File: src/pkg/fault_sup_pkg.sv
// Purpose: shared constants and carriers for the laser fault supervisor
// Assumes: 50 MHz system clock, register port with one-cycle read latency
// Notes:   offsets are word indices on the plain register port
package fault_sup_pkg;

    localparam int unsigned CLK_HZ             = 50_000_000;
    // glitch filter time in microseconds
    localparam int unsigned GLITCH_US          = 10_000;
    localparam int unsigned GLITCH_CYC         = (CLK_HZ / 1_000_000) * GLITCH_US;
    // blanking step in microseconds, one count of saturation_blank_interval
    localparam int unsigned BLANK_STEP_US      = 500;
    localparam int unsigned BLANK_STEP_CYC     = (CLK_HZ / 1_000_000) * BLANK_STEP_US;

    localparam logic [7:0] TEMP_FULL_SCALE     = 8'h7F;

    // register offsets
    localparam logic [3:0] OFS_FAULT_MASK      = 4'h0;
    localparam logic [3:0] OFS_BLANK           = 4'h1;
    localparam logic [3:0] OFS_LOS_ASSERT      = 4'h2;
    localparam logic [3:0] OFS_LOS_DEASSERT    = 4'h3;
    localparam logic [3:0] OFS_CFG_ONE         = 4'h4;
    localparam logic [3:0] OFS_CFG_THREE       = 4'h5;
    localparam logic [3:0] OFS_CONTROL         = 4'h6;
    localparam logic [3:0] OFS_BIAS_FLT_SET    = 4'h7;
    localparam logic [3:0] OFS_TEMP            = 4'h8;
    localparam logic [3:0] OFS_FAULT_STAT      = 4'h9;

    // reset values
    localparam logic [4:0] FAULT_MASK_RST      = 5'h00;
    localparam logic [7:0] BLANK_RST           = 8'h01;
    localparam logic [7:0] LOS_ASSERT_RST      = 8'h20;
    localparam logic [7:0] LOS_DEASSERT_RST    = 8'h30;
    localparam logic [7:0] BIAS_FLT_SET_RST    = 8'hC0;

    // fault source indices
    localparam int unsigned SRC_SUPPLY         = 0;
    localparam int unsigned SRC_DIODE          = 1;
    localparam int unsigned SRC_BIAS           = 2;
    localparam int unsigned SRC_POWER          = 3;
    localparam int unsigned SRC_SAT            = 4;
    localparam int unsigned NUM_SRC            = 5;

    // oem_config_one bits
    typedef struct packed {
        logic       output_enable;
        logic       safety_output_polarity;
        logic       zone_external;
        logic       bias_ref_high;
        logic       mod_ref_high;
        logic       diode_fault_flag;
        logic [1:0] spare;
    } cfg_one_s;

    // oem_config_three bits
    typedef struct packed {
        logic       safety_enable;
        logic       external_fault_mode;
        logic       ext_fault_input_polarity;
        logic       los_comparator_disable;
        logic [3:0] spare;
    } cfg_three_s;

    localparam logic [7:0] CFG_ONE_RST         = 8'h00;
    localparam logic [7:0] CFG_THREE_RST       = 8'h00;

    // raw analog-side comparator and converter results
    typedef struct packed {
        logic       supply_low;
        logic       bias_over;
        logic       power_over;
        logic       apc_saturated;
        logic       diode_open_short;
        logic       conv_done;
        logic [7:0] temp_internal;
        logic [7:0] temp_external;
        logic [7:0] rx_power_sense;
        logic [7:0] bias_sense;
    } sense_s;

    typedef struct packed {
        logic       drive;
        logic       enable;
    } pin_drive_s;

endpackage

File: src/hw/laser_fault_supervisor.sv
// Purpose: fault supervision and laser shutdown for an optical module controller
// Assumes: all inputs synchronous to clk_in; digitised comparator levels
// Notes:   analog comparators, dacs and lookup arithmetic stay outside
//
// Behaviour
// - five fault sources shut laser, assert fault
// - each source masked by a stored bit
// - saturation ignored for programmable blanking after turn-on
// - supply, bias, power and saturation pulses under ten milliseconds are rejected
// - loss-of-signal asserts low, deasserts above second level
// - comparator disable releases rx los pin
// - status shows actual rx los pin level
// - bias threshold offset by temperature table entry
// - on fault drive outputs to configured shutdown levels
// - safety output at shutdown level whenever laser is off
// - safety output push-pull with selectable polarity
// - external fault mode turns shared pin input
// - external fault ored into fault output and status
// - zone bit selects internal or external junction
// - diode fault forces temperature to full scale
// - diode fault sets flag, fault, temp alarms
// - toggling tx disable clears latched faults
// - no diode fault before first conversion completes
// - diode faults not reported while tx disabled
// - output enable clear floats all laser outputs
// - safety shutdown level follows polarity bit
//
// The address map and the address-and-strobe port were decided locally.
`timescale 1ns/1ps
module laser_fault_supervisor
(
    // clock and reset
    input  wire logic                        clk_in,
    input  wire logic                        nrst_in,
    // register port
    input  wire logic [3:0]                  addr_in,
    input  wire logic [7:0]                  wdata_in,
    input  wire logic                        wr_in,
    input  wire logic                        rd_in,
    output logic      [7:0]                  rdata_out,
    // analog side
    input  wire fault_sup_pkg::sense_s       sense_in,
    input  wire logic signed [7:0]           bias_lut_offset_in,
    output logic      [7:0]                  bias_fault_ref_out,
    output logic                             temp_zone_external_out,
    // host pins
    input  wire logic                        tx_disable_in,
    output logic                             tx_fault_out,
    input  wire logic                        rx_los_in,
    output logic                             rx_los_out,
    output logic                             rx_los_oe_out,
    // shared safety / external fault pin
    input  wire logic                        safety_pin_in,
    output logic                             safety_switch_drive_out,
    output logic                             safety_switch_drive_oe_out,
    // laser drive shutdown
    output fault_sup_pkg::pin_drive_s        modulation_dac_out,
    output fault_sup_pkg::pin_drive_s        bias_dac_out,
    output logic                             laser_on_out,
    // temperature report
    output logic      [7:0]                  temperature_out,
    output logic                             temp_high_alarm_out,
    output logic                             temp_high_warn_out
);

    localparam logic [19:0] GLITCH_LAST = 20'(fault_sup_pkg::GLITCH_CYC - 1);
    localparam logic [14:0] STEP_LAST   = 15'(fault_sup_pkg::BLANK_STEP_CYC - 1);

    // registers
    logic [4:0]                 fault_source_mask_ff;
    logic [7:0]                 saturation_blank_interval_ff;
    logic [7:0]                 los_assert_level_ff;
    logic [7:0]                 los_deassert_level_ff;
    logic [7:0]                 bias_fault_set_ff;
    fault_sup_pkg::cfg_one_s    oem_config_one_ff;
    fault_sup_pkg::cfg_three_s  oem_config_three_ff;
    logic                       soft_tx_disable_ff;

    // fault state
    logic [4:0]                 raw_fault;
    logic [4:0]                 stable_ff;
    logic [19:0]                glitch_cnt_ff [fault_sup_pkg::NUM_SRC];
    logic [4:0]                 latched_ff;
    logic                       diode_fault_ff;
    logic                       conv_seen_ff;
    logic                       tx_disable_d_ff;
    logic                       clear_faults;
    logic                       ext_fault;
    logic                       any_fault;
    logic                       laser_off;
    logic                       laser_on_d_ff;
    logic [14:0]                step_cnt_ff;
    logic [7:0]                 blank_cnt_ff;
    logic                       blanking;
    logic                       los_state_ff;
    logic                       rx_los_pin;
    logic [7:0]                 rsel;

    function automatic logic [7:0] add_offset(input logic [7:0] base, input logic signed [7:0] ofs);
        logic signed [9:0] sum;
        sum = $signed({2'b00, base}) + 10'(ofs);
        if (sum < 0)
            add_offset = 8'h00;
        else if (sum > 10'sd255)
            add_offset = 8'hFF;
        else
            add_offset = sum[7:0];
    endfunction

    function automatic logic wr_hit(input logic [3:0] ofs);
        wr_hit = wr_in && (addr_in == ofs);
    endfunction

    // register writes; mask is assumed shadowed from nonvolatile store by software
    always_ff @(posedge clk_in)
    begin
        if (!nrst_in)
        begin
            fault_source_mask_ff         <= fault_sup_pkg::FAULT_MASK_RST;
            saturation_blank_interval_ff <= fault_sup_pkg::BLANK_RST;
            los_assert_level_ff          <= fault_sup_pkg::LOS_ASSERT_RST;
            los_deassert_level_ff        <= fault_sup_pkg::LOS_DEASSERT_RST;
            bias_fault_set_ff            <= fault_sup_pkg::BIAS_FLT_SET_RST;
            oem_config_one_ff            <= fault_sup_pkg::CFG_ONE_RST;
            oem_config_three_ff          <= fault_sup_pkg::CFG_THREE_RST;
            soft_tx_disable_ff           <= 1'b0;
        end
        else
        begin
            if (wr_hit(fault_sup_pkg::OFS_FAULT_MASK))
                fault_source_mask_ff <= wdata_in[4:0];
            if (wr_hit(fault_sup_pkg::OFS_BLANK))
                saturation_blank_interval_ff <= wdata_in;
            if (wr_hit(fault_sup_pkg::OFS_LOS_ASSERT))
                los_assert_level_ff <= wdata_in;
            if (wr_hit(fault_sup_pkg::OFS_LOS_DEASSERT))
                los_deassert_level_ff <= wdata_in;
            if (wr_hit(fault_sup_pkg::OFS_BIAS_FLT_SET))
                bias_fault_set_ff <= wdata_in;
            // flag bit is hardware owned, not writable
            if (wr_hit(fault_sup_pkg::OFS_CFG_ONE))
                oem_config_one_ff <= {wdata_in[7:3], diode_fault_ff, wdata_in[1:0]};
            else
                oem_config_one_ff.diode_fault_flag <= diode_fault_ff;
            if (wr_hit(fault_sup_pkg::OFS_CFG_THREE))
                oem_config_three_ff <= wdata_in;
            if (wr_hit(fault_sup_pkg::OFS_CONTROL))
                soft_tx_disable_ff <= wdata_in[0];
        end
    end

    // raw comparator levels and the external fault pin
    always_comb
    begin
        raw_fault                          = '0;
        raw_fault[fault_sup_pkg::SRC_SUPPLY] = sense_in.supply_low;
        raw_fault[fault_sup_pkg::SRC_DIODE]  = diode_fault_ff;
        raw_fault[fault_sup_pkg::SRC_BIAS]   = sense_in.bias_over;
        raw_fault[fault_sup_pkg::SRC_POWER]  = sense_in.power_over;
        raw_fault[fault_sup_pkg::SRC_SAT]    = sense_in.apc_saturated && !blanking;
    end

    assign ext_fault    = oem_config_three_ff.external_fault_mode &&
                          (safety_pin_in ^ ~oem_config_three_ff.ext_fault_input_polarity);
    assign clear_faults = tx_disable_in != tx_disable_d_ff;
    assign any_fault    = (|latched_ff) || ext_fault;
    assign laser_off    = tx_disable_in || soft_tx_disable_ff || any_fault;
    assign blanking     = blank_cnt_ff != 8'h00;

    // glitch filter: a level must hold a full window before it counts
    always_ff @(posedge clk_in)
    begin
        for (int i = 0; i < fault_sup_pkg::NUM_SRC; i++)
        begin
            if (!nrst_in || !raw_fault[i])
            begin
                glitch_cnt_ff[i] <= 20'h00000;
                stable_ff[i]     <= 1'b0;
            end
            else if (glitch_cnt_ff[i] == GLITCH_LAST)
                stable_ff[i] <= 1'b1;
            else
                glitch_cnt_ff[i] <= glitch_cnt_ff[i] + 20'h00001;
        end
    end

    // latch until tx disable toggles; a new fault wins over the clear
    always_ff @(posedge clk_in)
    begin
        if (!nrst_in)
            latched_ff <= 5'h00;
        else
            latched_ff <= (clear_faults ? 5'h00 : latched_ff) |
                          (stable_ff & ~fault_source_mask_ff);
    end

    // diode fault detection
    always_ff @(posedge clk_in)
    begin
        if (!nrst_in)
        begin
            diode_fault_ff  <= 1'b0;
            conv_seen_ff    <= 1'b0;
            tx_disable_d_ff <= 1'b1;
        end
        else
        begin
            tx_disable_d_ff <= tx_disable_in;
            if (sense_in.conv_done)
                conv_seen_ff <= 1'b1;
            if (conv_seen_ff && !tx_disable_in && sense_in.diode_open_short)
                diode_fault_ff <= 1'b1;
            else if (clear_faults)
                diode_fault_ff <= 1'b0;
        end
    end

    // blanking: restart on each laser turn-on, one step per half millisecond
    always_ff @(posedge clk_in)
    begin
        if (!nrst_in)
        begin
            laser_on_d_ff <= 1'b0;
            step_cnt_ff   <= 15'h0000;
            blank_cnt_ff  <= 8'h00;
        end
        else
        begin
            laser_on_d_ff <= !laser_off;
            if (!laser_off && !laser_on_d_ff)
            begin
                blank_cnt_ff <= saturation_blank_interval_ff;
                step_cnt_ff  <= 15'h0000;
            end
            else if (blanking)
            begin
                if (step_cnt_ff == STEP_LAST)
                begin
                    step_cnt_ff  <= 15'h0000;
                    blank_cnt_ff <= blank_cnt_ff - 8'h01;
                end
                else
                    step_cnt_ff <= step_cnt_ff + 15'h0001;
            end
        end
    end

    // loss-of-signal with hysteresis
    always_ff @(posedge clk_in)
    begin
        if (!nrst_in)
            los_state_ff <= 1'b1;
        else if (sense_in.rx_power_sense < los_assert_level_ff)
            los_state_ff <= 1'b1;
        else if (sense_in.rx_power_sense > los_deassert_level_ff)
            los_state_ff <= 1'b0;
    end

    // pin level seen when released, own drive otherwise
    assign rx_los_pin = oem_config_three_ff.los_comparator_disable ? rx_los_in : los_state_ff;

    // pin drivers
    always_ff @(posedge clk_in)
    begin
        if (!nrst_in)
        begin
            rx_los_out                 <= 1'b1;
            rx_los_oe_out              <= 1'b1;
            tx_fault_out               <= 1'b0;
            safety_switch_drive_out    <= 1'b0;
            safety_switch_drive_oe_out <= 1'b0;
            modulation_dac_out         <= '0;
            bias_dac_out               <= '0;
            laser_on_out               <= 1'b0;
        end
        else
        begin
            rx_los_out    <= los_state_ff;
            rx_los_oe_out <= !oem_config_three_ff.los_comparator_disable;
            tx_fault_out  <= any_fault;
            laser_on_out  <= !laser_off && oem_config_one_ff.output_enable;
            // shutdown levels: ground for 0, supply for 1; active is the complement
            safety_switch_drive_out <= laser_off ? oem_config_one_ff.safety_output_polarity
                                                 : !oem_config_one_ff.safety_output_polarity;
            safety_switch_drive_oe_out <= oem_config_one_ff.output_enable &&
                                          oem_config_three_ff.safety_enable &&
                                          !oem_config_three_ff.external_fault_mode;
            modulation_dac_out.drive  <= laser_off ? oem_config_one_ff.mod_ref_high
                                                   : !oem_config_one_ff.mod_ref_high;
            modulation_dac_out.enable <= oem_config_one_ff.output_enable;
            bias_dac_out.drive        <= laser_off ? oem_config_one_ff.bias_ref_high
                                                   : !oem_config_one_ff.bias_ref_high;
            bias_dac_out.enable       <= oem_config_one_ff.output_enable;
        end
    end

    // temperature path
    always_ff @(posedge clk_in)
    begin
        if (!nrst_in)
        begin
            temperature_out        <= 8'h00;
            temp_high_alarm_out    <= 1'b0;
            temp_high_warn_out     <= 1'b0;
            temp_zone_external_out <= 1'b0;
            bias_fault_ref_out     <= fault_sup_pkg::BIAS_FLT_SET_RST;
        end
        else
        begin
            temp_zone_external_out <= oem_config_one_ff.zone_external;
            if (diode_fault_ff)
                temperature_out <= fault_sup_pkg::TEMP_FULL_SCALE;
            else
                temperature_out <= oem_config_one_ff.zone_external ? sense_in.temp_external
                                                                   : sense_in.temp_internal;
            temp_high_alarm_out <= diode_fault_ff;
            temp_high_warn_out  <= diode_fault_ff;
            bias_fault_ref_out  <= add_offset(bias_fault_set_ff, bias_lut_offset_in);
        end
    end

    // read mux
    always_comb
    begin
        case (addr_in)
            fault_sup_pkg::OFS_FAULT_MASK:   rsel = {3'h0, fault_source_mask_ff};
            fault_sup_pkg::OFS_BLANK:        rsel = saturation_blank_interval_ff;
            fault_sup_pkg::OFS_LOS_ASSERT:   rsel = los_assert_level_ff;
            fault_sup_pkg::OFS_LOS_DEASSERT: rsel = los_deassert_level_ff;
            fault_sup_pkg::OFS_CFG_ONE:      rsel = oem_config_one_ff;
            fault_sup_pkg::OFS_CFG_THREE:    rsel = oem_config_three_ff;
            fault_sup_pkg::OFS_CONTROL:      rsel = {5'h00, rx_los_pin, any_fault, soft_tx_disable_ff};
            fault_sup_pkg::OFS_BIAS_FLT_SET: rsel = bias_fault_set_ff;
            fault_sup_pkg::OFS_TEMP:         rsel = temperature_out;
            fault_sup_pkg::OFS_FAULT_STAT:   rsel = {3'h0, latched_ff};
            default:                         rsel = 8'h00;
        endcase
    end

    always_ff @(posedge clk_in)
    begin
        if (!nrst_in)
            rdata_out <= 8'h00;
        else if (rd_in)
            rdata_out <= rsel;
        else
            rdata_out <= 8'h00;
    end

endmodule // laser_fault_supervisor

File: config.mk
export PLATFORM = sky130hd
export DESIGN_NAME = laser_fault_supervisor
export DESIGN_NICKNAME = d
export VERILOG_FILES = /design/src/pkg/fault_sup_pkg.sv /design/src/hw/laser_fault_supervisor.sv
export SDC_FILE = /design/constraint.sdc
export NUM_CORES = 1
export LEC_CHECK = 0
export ABC_AREA = 1
export BUFFER_PORTS_ARGS = -buffer_cell sky130_fd_sc_hd__buf_4
export CAP_MARGIN = 25
export CORE_MARGIN = 2
export CORE_UTILIZATION = 50
export DETAILED_ROUTE_END_ITERATION = 8
export PLACE_DENSITY = 0.68
export SLEW_MARGIN = 20
export SYNTH_ARGS = -nofsm -noshare
export SYNTH_HDL_FRONTEND = slang
export SYNTH_SLANG_ARGS = --single-unit
File: constraint.sdc
create_clock -name clk_in -period 2 [get_ports clk_in]
set_input_delay 0.3 -clock clk_in [delete_from_list [all_inputs] [get_ports clk_in]]
set_output_delay 0.3 -clock clk_in [all_outputs]
set_load 0.02 [all_outputs]
==> flow_summary_export.csv, run 1 <==
group,metric,value,unit
clocking,clk_pin_slew,0.06,ns
synth,synth_largest_area_cell,"edfxtp_1",
status,status,"finished, final reports clean",
clocking,tritoncts.num_buffers,26,
critical_path,crit_type,"reg2reg",
synth,synth_compound_area_frac,0.0991,
sta,tns,0,ns
pwr,power,10.9,mW
critical_path,crit_arrival,2.13,ns
critical_path,end_kind,"flop",
critical_path,reg2reg_setup_slack,0.14,ns
final_layout,diodes,0,
drt,drt_first_pass_iters,7,
clocking,cts_max_level,1,
floorplanning,start_util,0.509,
grt,grt_overflow,0,
sta,worst_pin_slew,0.514,ns
pwr,ir_drop,0.620,mV
critical_path,reg2reg_from,"glitch_cnt_ff[4][14]",
sta,finalSetupViolations,0,
floorplanning,rows,57,
synth,yosysWarnings,0,
pwr,p_leak,5.70,nW
synth,synthAdderAreaFrac,0.0330,
sta,fin_crit_sh,0.928,
synth,avgSynthCellArea,7.83,µm²
final_layout,fillers,2242,
clocking,cts.path.max_buffers,3,
critical_path,crit_fanout,9,
drt,viasPerCell,5.21,
floorplanning,die-area,26000,µm²
grt,grt_antenna_before_repair,0,
grt,grt_pass1_vias,9979,
synth,syn_area,12300,µm²
critical_path,start_kind,"flop",
sta,relSlewSlack,0.656,
synth,ys_seq_area_frac,0.448,
clocking,clock_latency,0.53,ns
final_layout,drive_gt1_frac,0.160,
synth,yosys.area_share.simple,0.300,
floorplanning,dieWidth,161,µm
sta,slew_violations,0,
min_path,worst_hold_path.endpoint,"stable_ff[0]",
floorplanning,dieHeight,161,µm
critical_path,crit_slowest_cell,"nor4_1",
synth,netlist_instances,1577,
sta,clock.fmax,0.539,GHz
drt,vias,10700,
final_layout,synthToLayoutAreaGrowth,17.7,%
drt,wl_per_cell,14.4,µm
run,max_cap_viol_count,0,
floorplanning,core-area,24200,µm²
floorplanning,io_pins,102,
critical_path,reg2reg_depth,5,
grt,grt_pass1_wl,49.0,mm
sta,finClkSkew,0.0105,ns
placement,io_buffers,93,
synth,synth_top_area_share,0.243,
placement,hpwl,21.9,mm
critical_path,crit_required,2.28,ns
sta,finalHoldViolCount,0,
synth,yosys-top-cells-area,"edfxtp_1 (24%), dfxtp_1 (20%), nand2_1 (8.5%), inv_1 (6.1%), nor2_1 (5.9%)",
drt,postRouteAntennaNets,0,
synth,post_synth_mux_area_share,0.00720,
synth,synth-xor-area-share,0.0298,
clocking,cts_tree,"yes",
clocking,cts_sinks,226,
min_path,hold_start,"sense_in[37]",
synth,synth_top_family_by_area,"simple AND/OR/NAND/NOR gates",
sta,fin_crit,1.86,ns
sta,rsz0062_at_grt,"false",
drt,drt_wl_total,29.5,mm
critical_path,cpPeakStageDelay,0.47,ns
clocking,clockRootBuffer,"clkbuf_16",
min_path,hold_class,"in2reg",
synth,syn-num-nets,1674,
placement,gp_congestion,0.893,
synth,synth_seq_cells,226,
min_path,holdPathStages,3,
critical_path,crit_family,"simple AND/OR/NAND/NOR gates",
drt,dr.first_iter.drc_count,640,
synth,synth_cell_types,53,
drt,drc_errors,0,
grt,grt_max_degree,63,
final_layout,num-nets-final,1800,
critical_path,worst_r2r_endpoint,"glitch_cnt_ff[4][6]",
pwr,power.density,749,nW/µm²
critical_path,path_buf_inv,1,
critical_path,path_cells,"nor4_1 > nand4_1 > nand2_2 > buf_4 > nor3_1",
grt,grt.total_usage,0.227,
-- final cells by class --
| type | count | area [µm²] | share of cell area |
|---|---|---|---|
| multi-input combinational | 1098 | 5810 | 0.400 |
| sequential | 226 | 5530 | 0.380 |
| timing repair buffer | 130 | 1010 | 0.0693 |
| inverter | 221 | 832 | 0.0573 |
| clock buffer | 29 | 693 | 0.0477 |
| tap | 324 | 405 | 0.0279 |
| clock inverter | 19 | 251 | 0.0173 |
-- kinds of logic (layout without fill, tap and decap cells) --
family,count (synthesis),after routing
buffers and inverters,253,399
xor gates and xnor gates,42,42
muxes,8,8
and+or+nand+nor,785,785
adders and majority gates,32,32
AOI/OAI and AO/OA,231,231
DFF,226,226
-- per-stage QoR --
| step | worst slack (ns) | utilization | cells | hold WS [ns] | area (µm²) |
|---|---|---|---|---|---|
| after floorplan | 0.122 | - | 1577 | 0.393 | 12300 |
| after global placement | 0.0867 | 0.558 | 1994 | 0.424 | 13500 |
| after detailed placement | 0.0622 | 0.558 | 1994 | 0.420 | 13500 |
| after CTS | 0.0980 | 0.597 | 2044 | 0.0113 | 14500 |
| after global routing | 0.000504 | 0.599 | 2047 | 0.0347 | 14500 |
| final | 0.144 | 0.599 | 2047 | 0.0266 | 14500 |
-- flip-flops by register name, indices dropped and copies added (netlist names), 2 cells and up --
register and count:
los_deassert_level_ff 8, temperature_out 8, los_assert_level_ff 8, glitch_cnt_ff 100, rdata_out 8, oem_config_one_ff 7, bias_dac_out 2, bias_fault_ref_out 8
fault_source_mask_ff 5, bias_fault_set_ff 8, oem_config_three_ff 8, latched_ff 5, step_cnt_ff 15, saturation_blank_interval_ff 8, stable_ff 5, blank_cnt_ff 8
-- cells in the mapped netlist (all sizes together) --
| master | n |
|---|---|
| o211ai | 4 |
| ha | 31 |
| a21oi | 114 |
| a31oi | 3 |
| clkinv | 1 |
| edfxtp | 100 |
| nand4 | 46 |
| clkbuf | 10 |
| nand2 | 297 |
| o21bai | 3 |
| a41oi | 1 |
| nor2 | 223 |
| nand3 | 122 |
| buf | 22 |
| o31ai | 1 |
| o2111ai | 1 |
| o22ai | 15 |
| xnor2 | 9 |
| xor2 | 33 |
| and3 | 1 |
| nor3b | 6 |
| or2 | 13 |
| nand3b | 2 |
| mux2 | 7 |
| mux2i | 1 |
| a211oi | 4 |
| inv | 220 |
| fa | 1 |
| o21ai | 83 |
| a221oi | 1 |
| nor3 | 67 |
| a31o | 1 |
| nor4 | 8 |
| dfxtp | 126 |
-- layout by cell type (no fill, tap or decap), types with 5 or more instances in the layout --
cell type,netlist,layout
a21oi_1,114,114
buf_4,6,126
bufinv_16,0,6
clkbuf_16,0,27
clkinv_1,1,7
dfxtp_1,126,126
edfxtp_1,100,100
ha_1,31,29
inv_1,201,201
inv_2,18,18
mux2_2,7,7
nand2_1,281,280
nand2_2,15,16
nand3_1,117,117
nand4_1,44,44
nor2_1,194,194
nor2_2,15,15
nor2_4,14,14
nor3_1,56,56
nor3_2,11,11
nor4_1,5,5
o21ai_0,79,79
o22ai_1,15,15
or2_2,8,8
xnor2_1,9,9
xor2_1,33,33
-- power breakdown --
group / total [mW] / switching (mW) / leakage [nW] / internal [mW]
sequential: 4.91 / 0.0508 / 2.26 / 4.86
clock: 5.22 / 1.95 / 0.460 / 3.27
combinational: 0.743 / 0.456 / 2.98 / 0.287
-- tightest hold or removal path, stage by stage --
cell	delay, ns
buf_4	0.11
nand2_1	0.07
a21oi_1	0.04
-- worst max path at each step --
stage,start,end,slack [ns],cells after the start
detailed placement,bias_lut_offset_in[0],bias_fault_ref_out[0],0.06,12
CTS,bias_fault_set_ff[0],bias_fault_ref_out[0],0.1,11
global route,glitch_cnt_ff[4][0],glitch_cnt_ff[4][16],0.0005,8
floorplan,glitch_cnt_ff[0][0],glitch_cnt_ff[0][0],0.12,4
finish,glitch_cnt_ff[4][14],glitch_cnt_ff[4][6],0.14,5
global placement,bias_lut_offset_in[0],bias_fault_ref_out[0],0.09,12
-- per-layer routing --
| layer | track usage | part of all wire | vias up |
|---|---|---|---|
| met5 | 0 | 0 | - |
| met4 | 0.0601 | 0.021 | 0 |
| met3 | 0.0282 | 0.050 | 40 |
| met2 | 0.373 | 0.46 | 254 |
| met1 | 0.319 | 0.47 | 4871 |
| li1 | - | - | 5498 |
-- timing repair --
item,CTS,global route
hold buffers,2,0
buffers inserted,0,3
setup endpoints to repair,0,41
hold endpoints to repair,2,0
resized for setup,0,4
No activity file was read; power rests on OpenSTA's default activity.
==> inputs of run 2 (changes only) <==
--- a/config.mk
+++ b/config.mk
@@ -10,7 +10,9 @@
 export CAP_MARGIN = 25
 export CORE_MARGIN = 2
 export CORE_UTILIZATION = 50
+export CTS_BUF_LIST = sky130_fd_sc_hd__clkbuf_4 sky130_fd_sc_hd__clkbuf_8
 export DETAILED_ROUTE_END_ITERATION = 8
+export HOLD_SLACK_MARGIN = 0.05
 export PLACE_DENSITY = 0.68
 export SLEW_MARGIN = 20
 export SYNTH_ARGS = -nofsm -noshare
==> run 2 against run 1 <==
Against the previous run: maximum frequency shrank 0.16%; global-route usage increased by 0.18 points; flip-flop and latch count is the same; cell area fell by 0.55%; combinational power up 1%; clock skew increased by 0.0068 ns; hold slack improved by 0.050 ns; core utilization is 0.33 points lower; critical endpoint unchanged.
==> flow_summary_export.csv, run 2 (same netlist as run 1, synthesis figures left out) <==
group,metric,value,unit
final_layout,final_common_cell,"nand2_1",
pwr,p_leak,5.69,nW
critical_path,start_kind,"flop",
placement,hpwl,21.9,mm
final_layout,synthToLayoutAreaGrowth,17.1,%
final_layout,largest_registers,"glitch_cnt_ff: 100 flops, step_cnt_ff: 15 flops",
sta,finalSetupViolations,0,
final_layout,num-nets-final,1822,
critical_path,cpPeakStageDelay,0.47,ns
critical_path,reg2reg_depth,5,
critical_path,crit_fanout,9,
clocking,cts.path.max_buffers,3,
floorplanning,dieHeight,161,µm
floorplanning,die-area,26000,µm²
critical_path,reg2reg_setup_slack,0.14,ns
min_path,hold_start,"sense_in[36]",
final_layout,final_cell_mix,"nand2_1 (281), inv_1 (201), nor2_1 (194)",
clocking,clk_pin_slew,0.07,ns
clocking,cts_tree,"yes",
min_path,worst_hold_path.endpoint,"stable_ff[2]",
sta,clock.fmax,0.538,GHz
pwr,ir_drop,0.488,mV
final_layout,largest_reg_flops,100,
pwr,p_int,7.51,mW
drt,dr.first_iter.drc_count,672,
drt,drc_errors,0,
min_path,holdPathStages,3,
critical_path,worst_r2r_endpoint,"glitch_cnt_ff[4][6]",
final_layout,multi_input_area,5810,µm²
sta,finalWorstSetupSlack,0.141,ns
placement,place_inst,1994,
clocking,tritoncts.num_buffers,40,
final_layout,drive_gt1_frac,0.170,
final_layout,top_register,"glitch_cnt_ff",
grt,grt_antenna_before_repair,0,
critical_path,crit_type,"reg2reg",
pwr,clkPwrFrac,0.429,
critical_path,crit_slowest_cell,"nor4_1",
min_path,hold_class,"in2reg",
grt,grt_max_degree,63,
placement,io_buffers,93,
critical_path,end_kind,"flop",
sta,finClkSkew,0.0173,ns
drt,wl_per_cell,14.3,µm
final_layout,layout.area.seq,5530,µm²
pwr,p_switching,2.41,mW
sta,hold_ws,0.0770,ns
sta,finalHoldViolCount,0,
status,status,"finished, final reports clean",
floorplanning,start_util,0.509,
drt,vias,10800,
sta,worst_pin_slew,0.515,ns
grt,grt_overflow,0,
final_layout,diodes,0,
pwr,p_comb_frac,0.076,
grt,grt_pass1_wl,49.0,mm
final_layout,fillers,2292,
critical_path,crit_required,2.30,ns
drt,postRouteAntennaNets,0,
grt,grt_pass1_vias,10100,
drt,viasPerCell,5.19,
clocking,clock_latency,0.55,ns
clocking,cts_sinks,226,
floorplanning,io_pins,102,
floorplanning,rows,57,
sta,slew_violations,0,
sta,relSlewSlack,0.655,
floorplanning,dieWidth,161,µm
sta,fin_crit_sh,0.929,
critical_path,crit_arrival,2.16,ns
floorplanning,core-area,24200,µm²
clocking,clockRootBuffer,"clkbuf_8",
sta,fin_crit,1.86,ns
critical_path,reg2reg_from,"glitch_cnt_ff[4][14]",
placement,place_ws,0.0622,ns
clocking,cts_max_level,2,
pwr,switching_share,0.243,
pwr,power.density,687,nW/µm²
final_layout,final_cells,2075,
drt,drt_wl_total,29.6,mm
placement,gp_congestion,0.893,
grt,grt.total_usage,0.229,
critical_path,path_cells,"nor4_1 > nand4_1 > nand2_2 > buf_4 > nor3_1",
run,max_cap_viol_count,0,
drt,drt_first_pass_iters,7,
pwr,p_seq_frac,0.495,
==> run 2: cell count changes in the layout (fill, tap and decap cells not counted), moves of 2 or more <==
cell           delta
bufinv_16         -6
clkbuf_16        -27
clkbuf_4         +10
clkbuf_8         +47
clkinv_1          -3
clkinv_2          +2
dlygate4sd3_1     +8
inv_6             -2
==> run 2: worst max-delay path by stage <==
| stage | startpoint | slack [ns] | to |
|---|---|---|---|
| floorplan | glitch_cnt_ff[0][0] | 0.12 | glitch_cnt_ff[0][0] |
| global placement | bias_lut_offset_in[0] | 0.09 | bias_fault_ref_out[0] |
| detailed placement | bias_lut_offset_in[0] | 0.06 | bias_fault_ref_out[0] |
| CTS | glitch_cnt_ff[1][0] | 0.12 | glitch_cnt_ff[1][16] |
| global route | glitch_cnt_ff[4][0] | -0.04 | glitch_cnt_ff[4][12] |
| finish | glitch_cnt_ff[4][14] | 0.14 | glitch_cnt_ff[4][6] |
==> run 2: metrics by stage <==
step	setup TNS [ns]	utilization	total power, mW	area (µm²)
2_1_floorplan	0	-	5.44	12300
3_3_place_gp	0	0.558	5.73	13500
3_5_place_dp	0	0.558	5.74	13500
4_1_cts	0	0.594	10.0	14400
5_1_grt	-0.0489	0.596	10.3	14400
6_report	0	0.596	9.92	14400
==> run 2: final cells by class <==
| class | count | share of cell area |
|---|---|---|
| Clock buffer | 58 | 0.0509 |
| Clock inverter | 10 | 0.00355 |
| Inverter | 221 | 0.0576 |
| Multi-Input combinational cell | 1098 | 0.402 |
| Sequential cell | 226 | 0.382 |
| Tap cell | 324 | 0.0281 |
| Timing Repair Buffer | 138 | 0.0752 |
==> run 2: routing by layer <==
metal,vias up,part of all wire,GRT usage
met3,45,0.060,0.0411
met2,297,0.45,0.366
met1,4875,0.47,0.317
met4,0,0.022,0.0710
li1,5551,-,-
met5,-,0,0
==> run 2: worst max-delay path: cells and delay by family, from the launching register on <==
kind                   cells  cell delay [ns]
DFF                        1             0.44
and+or+nand+nor            4             0.98
buffers and inverters      1             0.20
==> run 2: power groups by stage <==
stage	clock, mW	combinational [mW]	sequential (mW)
floorplan	0	0.400	5.03
global placement	0	0.724	5.01
detailed placement	0	0.734	5.01
CTS	4.38	0.753	4.91
global route	4.58	0.839	4.92
finish	4.25	0.754	4.91
==> run 2: what timing repair did <==
action	4_1_cts	5_1_grt
hold buffers	10	0
hold endpoints to repair	10	0
resized for setup	0	3
buffers inserted	0	3
setup endpoints to repair	0	35
==> inputs of run 3 (changes only) <==
--- a/config.mk
+++ b/config.mk
@@ -7,11 +7,11 @@
 export LEC_CHECK = 0
 export ABC_AREA = 1
 export BUFFER_PORTS_ARGS = -buffer_cell sky130_fd_sc_hd__buf_4
-export CAP_MARGIN = 25
 export CORE_MARGIN = 2
 export CORE_UTILIZATION = 50
-export CTS_BUF_LIST = sky130_fd_sc_hd__clkbuf_4 sky130_fd_sc_hd__clkbuf_8
+export CTS_BUF_LIST = sky130_fd_sc_hd__clkbuf_8
 export DETAILED_ROUTE_END_ITERATION = 8
+export GPL_TIMING_DRIVEN = 0
 export HOLD_SLACK_MARGIN = 0.05
 export PLACE_DENSITY = 0.68
 export SLEW_MARGIN = 20
==> run 3 against run 2 <==
Against the previous run: global-route usage is 0.66 points higher; clock skew is 0.0024 ns higher; hold slack better by 0.0032 ns; combinational power hardly changed; core utilization is 0.15 points lower; first-iteration DRC count is 7.7% lower; sequential power hardly changed; register-to-register slack worse by 0.03 ns; critical path depth is 1 lower; worst setup slack worse by 0.027 ns; total power is 0.32% higher; largest cell class unchanged; highest routed layer unchanged.
==> flow_summary_export.csv, run 3 (same netlist as run 1, synthesis figures left out) <==
group,metric,value,unit
pwr,power,9.95,mW
clocking,clockRootBuffer,"clkbuf_8",
grt,grt_antenna_before_repair,0,
critical_path,startpoint,"glitch_cnt_ff[4][11]",
drt,viasPerCell,5.30,
placement,io_buffers,91,
pwr,p_leak,5.71,nW
floorplanning,rows,57,
final_layout,num-nets-final,1815,
pwr,power.density,691,nW/µm²
drt,dr.first_iter.drc_count,620,
grt,grt_overflow,0,
min_path,hold_class,"in2reg",
placement,hpwl,22.6,mm
status,status,"finished, final reports clean",
sta,fin_crit,1.89,ns
clocking,cts_max_level,2,
floorplanning,dieWidth,161,µm
final_layout,top_register,"glitch_cnt_ff",
drt,postRouteAntennaNets,0,
final_layout,design_area,14400,µm²
critical_path,reg2reg_from,"glitch_cnt_ff[4][11]",
sta,slew_violations,0,
grt,grt.total_usage,0.235,
sta,finalHoldViolCount,0,
final_layout,drive_gt1_frac,0.169,
grt,grt_pass1_wl,50.2,mm
critical_path,cpPeakStageDelay,0.48,ns
drt,drt_wl_total,30.7,mm
critical_path,crit_slowest_cell,"edfxtp_1",
clocking,clock_latency,0.54,ns
critical_path,crit_type,"reg2reg",
clocking,cts.path.max_buffers,3,
critical_path,start_kind,"flop",
sta,finClkSkew,0.0197,ns
final_layout,final_cell_mix,"nand2_1 (276), inv_1 (210), nor2_1 (194)",
run,max_cap_viol_count,0,
final_layout,fin_util,0.594,
critical_path,path_cells,"nor4_1 > nand3_1 > nor2_1 > nand2_2",
critical_path,crit_required,2.17,ns
floorplanning,dieHeight,161,µm
sta,clock.fmax,0.530,GHz
critical_path,crit_fanout,20,
final_layout,largest_registers,"glitch_cnt_ff: 100 flops, step_cnt_ff: 15 flops",
drt,drc_errors,0,
clocking,clk_pin_slew,0.06,ns
clocking,tritoncts.num_buffers,39,
floorplanning,io_pins,102,
final_layout,diodes,0,
placement,place_inst,1992,
final_layout,synthToLayoutAreaGrowth,16.7,%
drt,wl_per_cell,14.8,µm
critical_path,end_kind,"flop",
drt,vias,11000,
sta,relSlewSlack,0.593,
clocking,cts_tree,"yes",
sta,fin_crit_sh,0.943,
placement,gp_congestion,0.930,
sta,worst_pin_slew,0.610,ns
final_layout,largest_reg_flops,100,
final_layout,final_cells,2071,
sta,finalSetupViolations,0,
pwr,ir_drop,0.478,mV
floorplanning,start_util,0.509,
placement,place_area,13400,µm²
floorplanning,die-area,26000,µm²
grt,grt_max_degree,22,
critical_path,crit_arrival,2.05,ns
min_path,hold_start,"wdata_in[5]",
sta,tns,0,ns
final_layout,final_common_cell,"nand2_1",
floorplanning,core-area,24200,µm²
drt,drt_first_pass_iters,5,
grt,grt_pass1_vias,10300,
clocking,cts_sinks,226,
-- run 3: report_power, final --
part           switching, mW  internal (mW)
Sequential            0.0539           4.86
Clock                   1.91           2.38
Combinational          0.472          0.281
-- run 3: per-stage QoR --
| stage | hold WS (ns) | setup slack (ns) |
|---|---|---|
| finish | 0.0802 | 0.114 |
| global route | 0.0801 | -0.00413 |
| CTS | 0.0546 | 0.00392 |
| detailed placement | 0.436 | -0.388 |
| global placement | 0.436 | -0.322 |
| floorplan | 0.393 | 0.122 |
-- run 3: worst paths after layout --
kind / to / slack (ns) / cells past startpoint
max: glitch_cnt_ff[4][5] / 0.11 / 4
min: los_deassert_level_ff[5] / 0.08 / 3
max reg2reg: glitch_cnt_ff[4][5] / 0.11 / 4
min reg2reg: oem_config_three_ff[0] / 0.45 / 2
-- run 3: timing repair --
action,in CTS,in global routing
endpoints found under the hold margin,5,0
setup buffers,0,4
cloned,1,0
endpoints found under the setup margin,101,114
pin swaps,2,8
hold buffers,4,0
gates resized for setup,8,16
-- run 3: cell type report --
class / count / area, µm²
Fill cell: 2238 / 9840
Multi-Input combinational cell: 1099 / 5900
Sequential cell: 226 / 5530
Inverter: 221 / 835
Timing Repair Buffer: 99 / 753
Clock buffer: 50 / 688
Tap cell: 324 / 405
Buffer: 32 / 189
Clock inverter: 20 / 111
-- run 3: worst max-delay path, delay by kind of cell, from the launching register on --
| kind | cells | cell delay [ns] |
|---|---|---|
| AND/OR/NAND/NOR | 4 | 1.04 |
| flip-flops | 1 | 0.48 |
-- run 3: metal layers --
layer / share of wire / vias to the layer above / global-route usage
li1: - / 5546 / -
met1: 0.46 / 5043 / 0.320
met2: 0.45 / 328 / 0.384
met3: 0.059 / 64 / 0.0375
met4: 0.026 / 0 / 0.0808
met5: 0 / - / 0
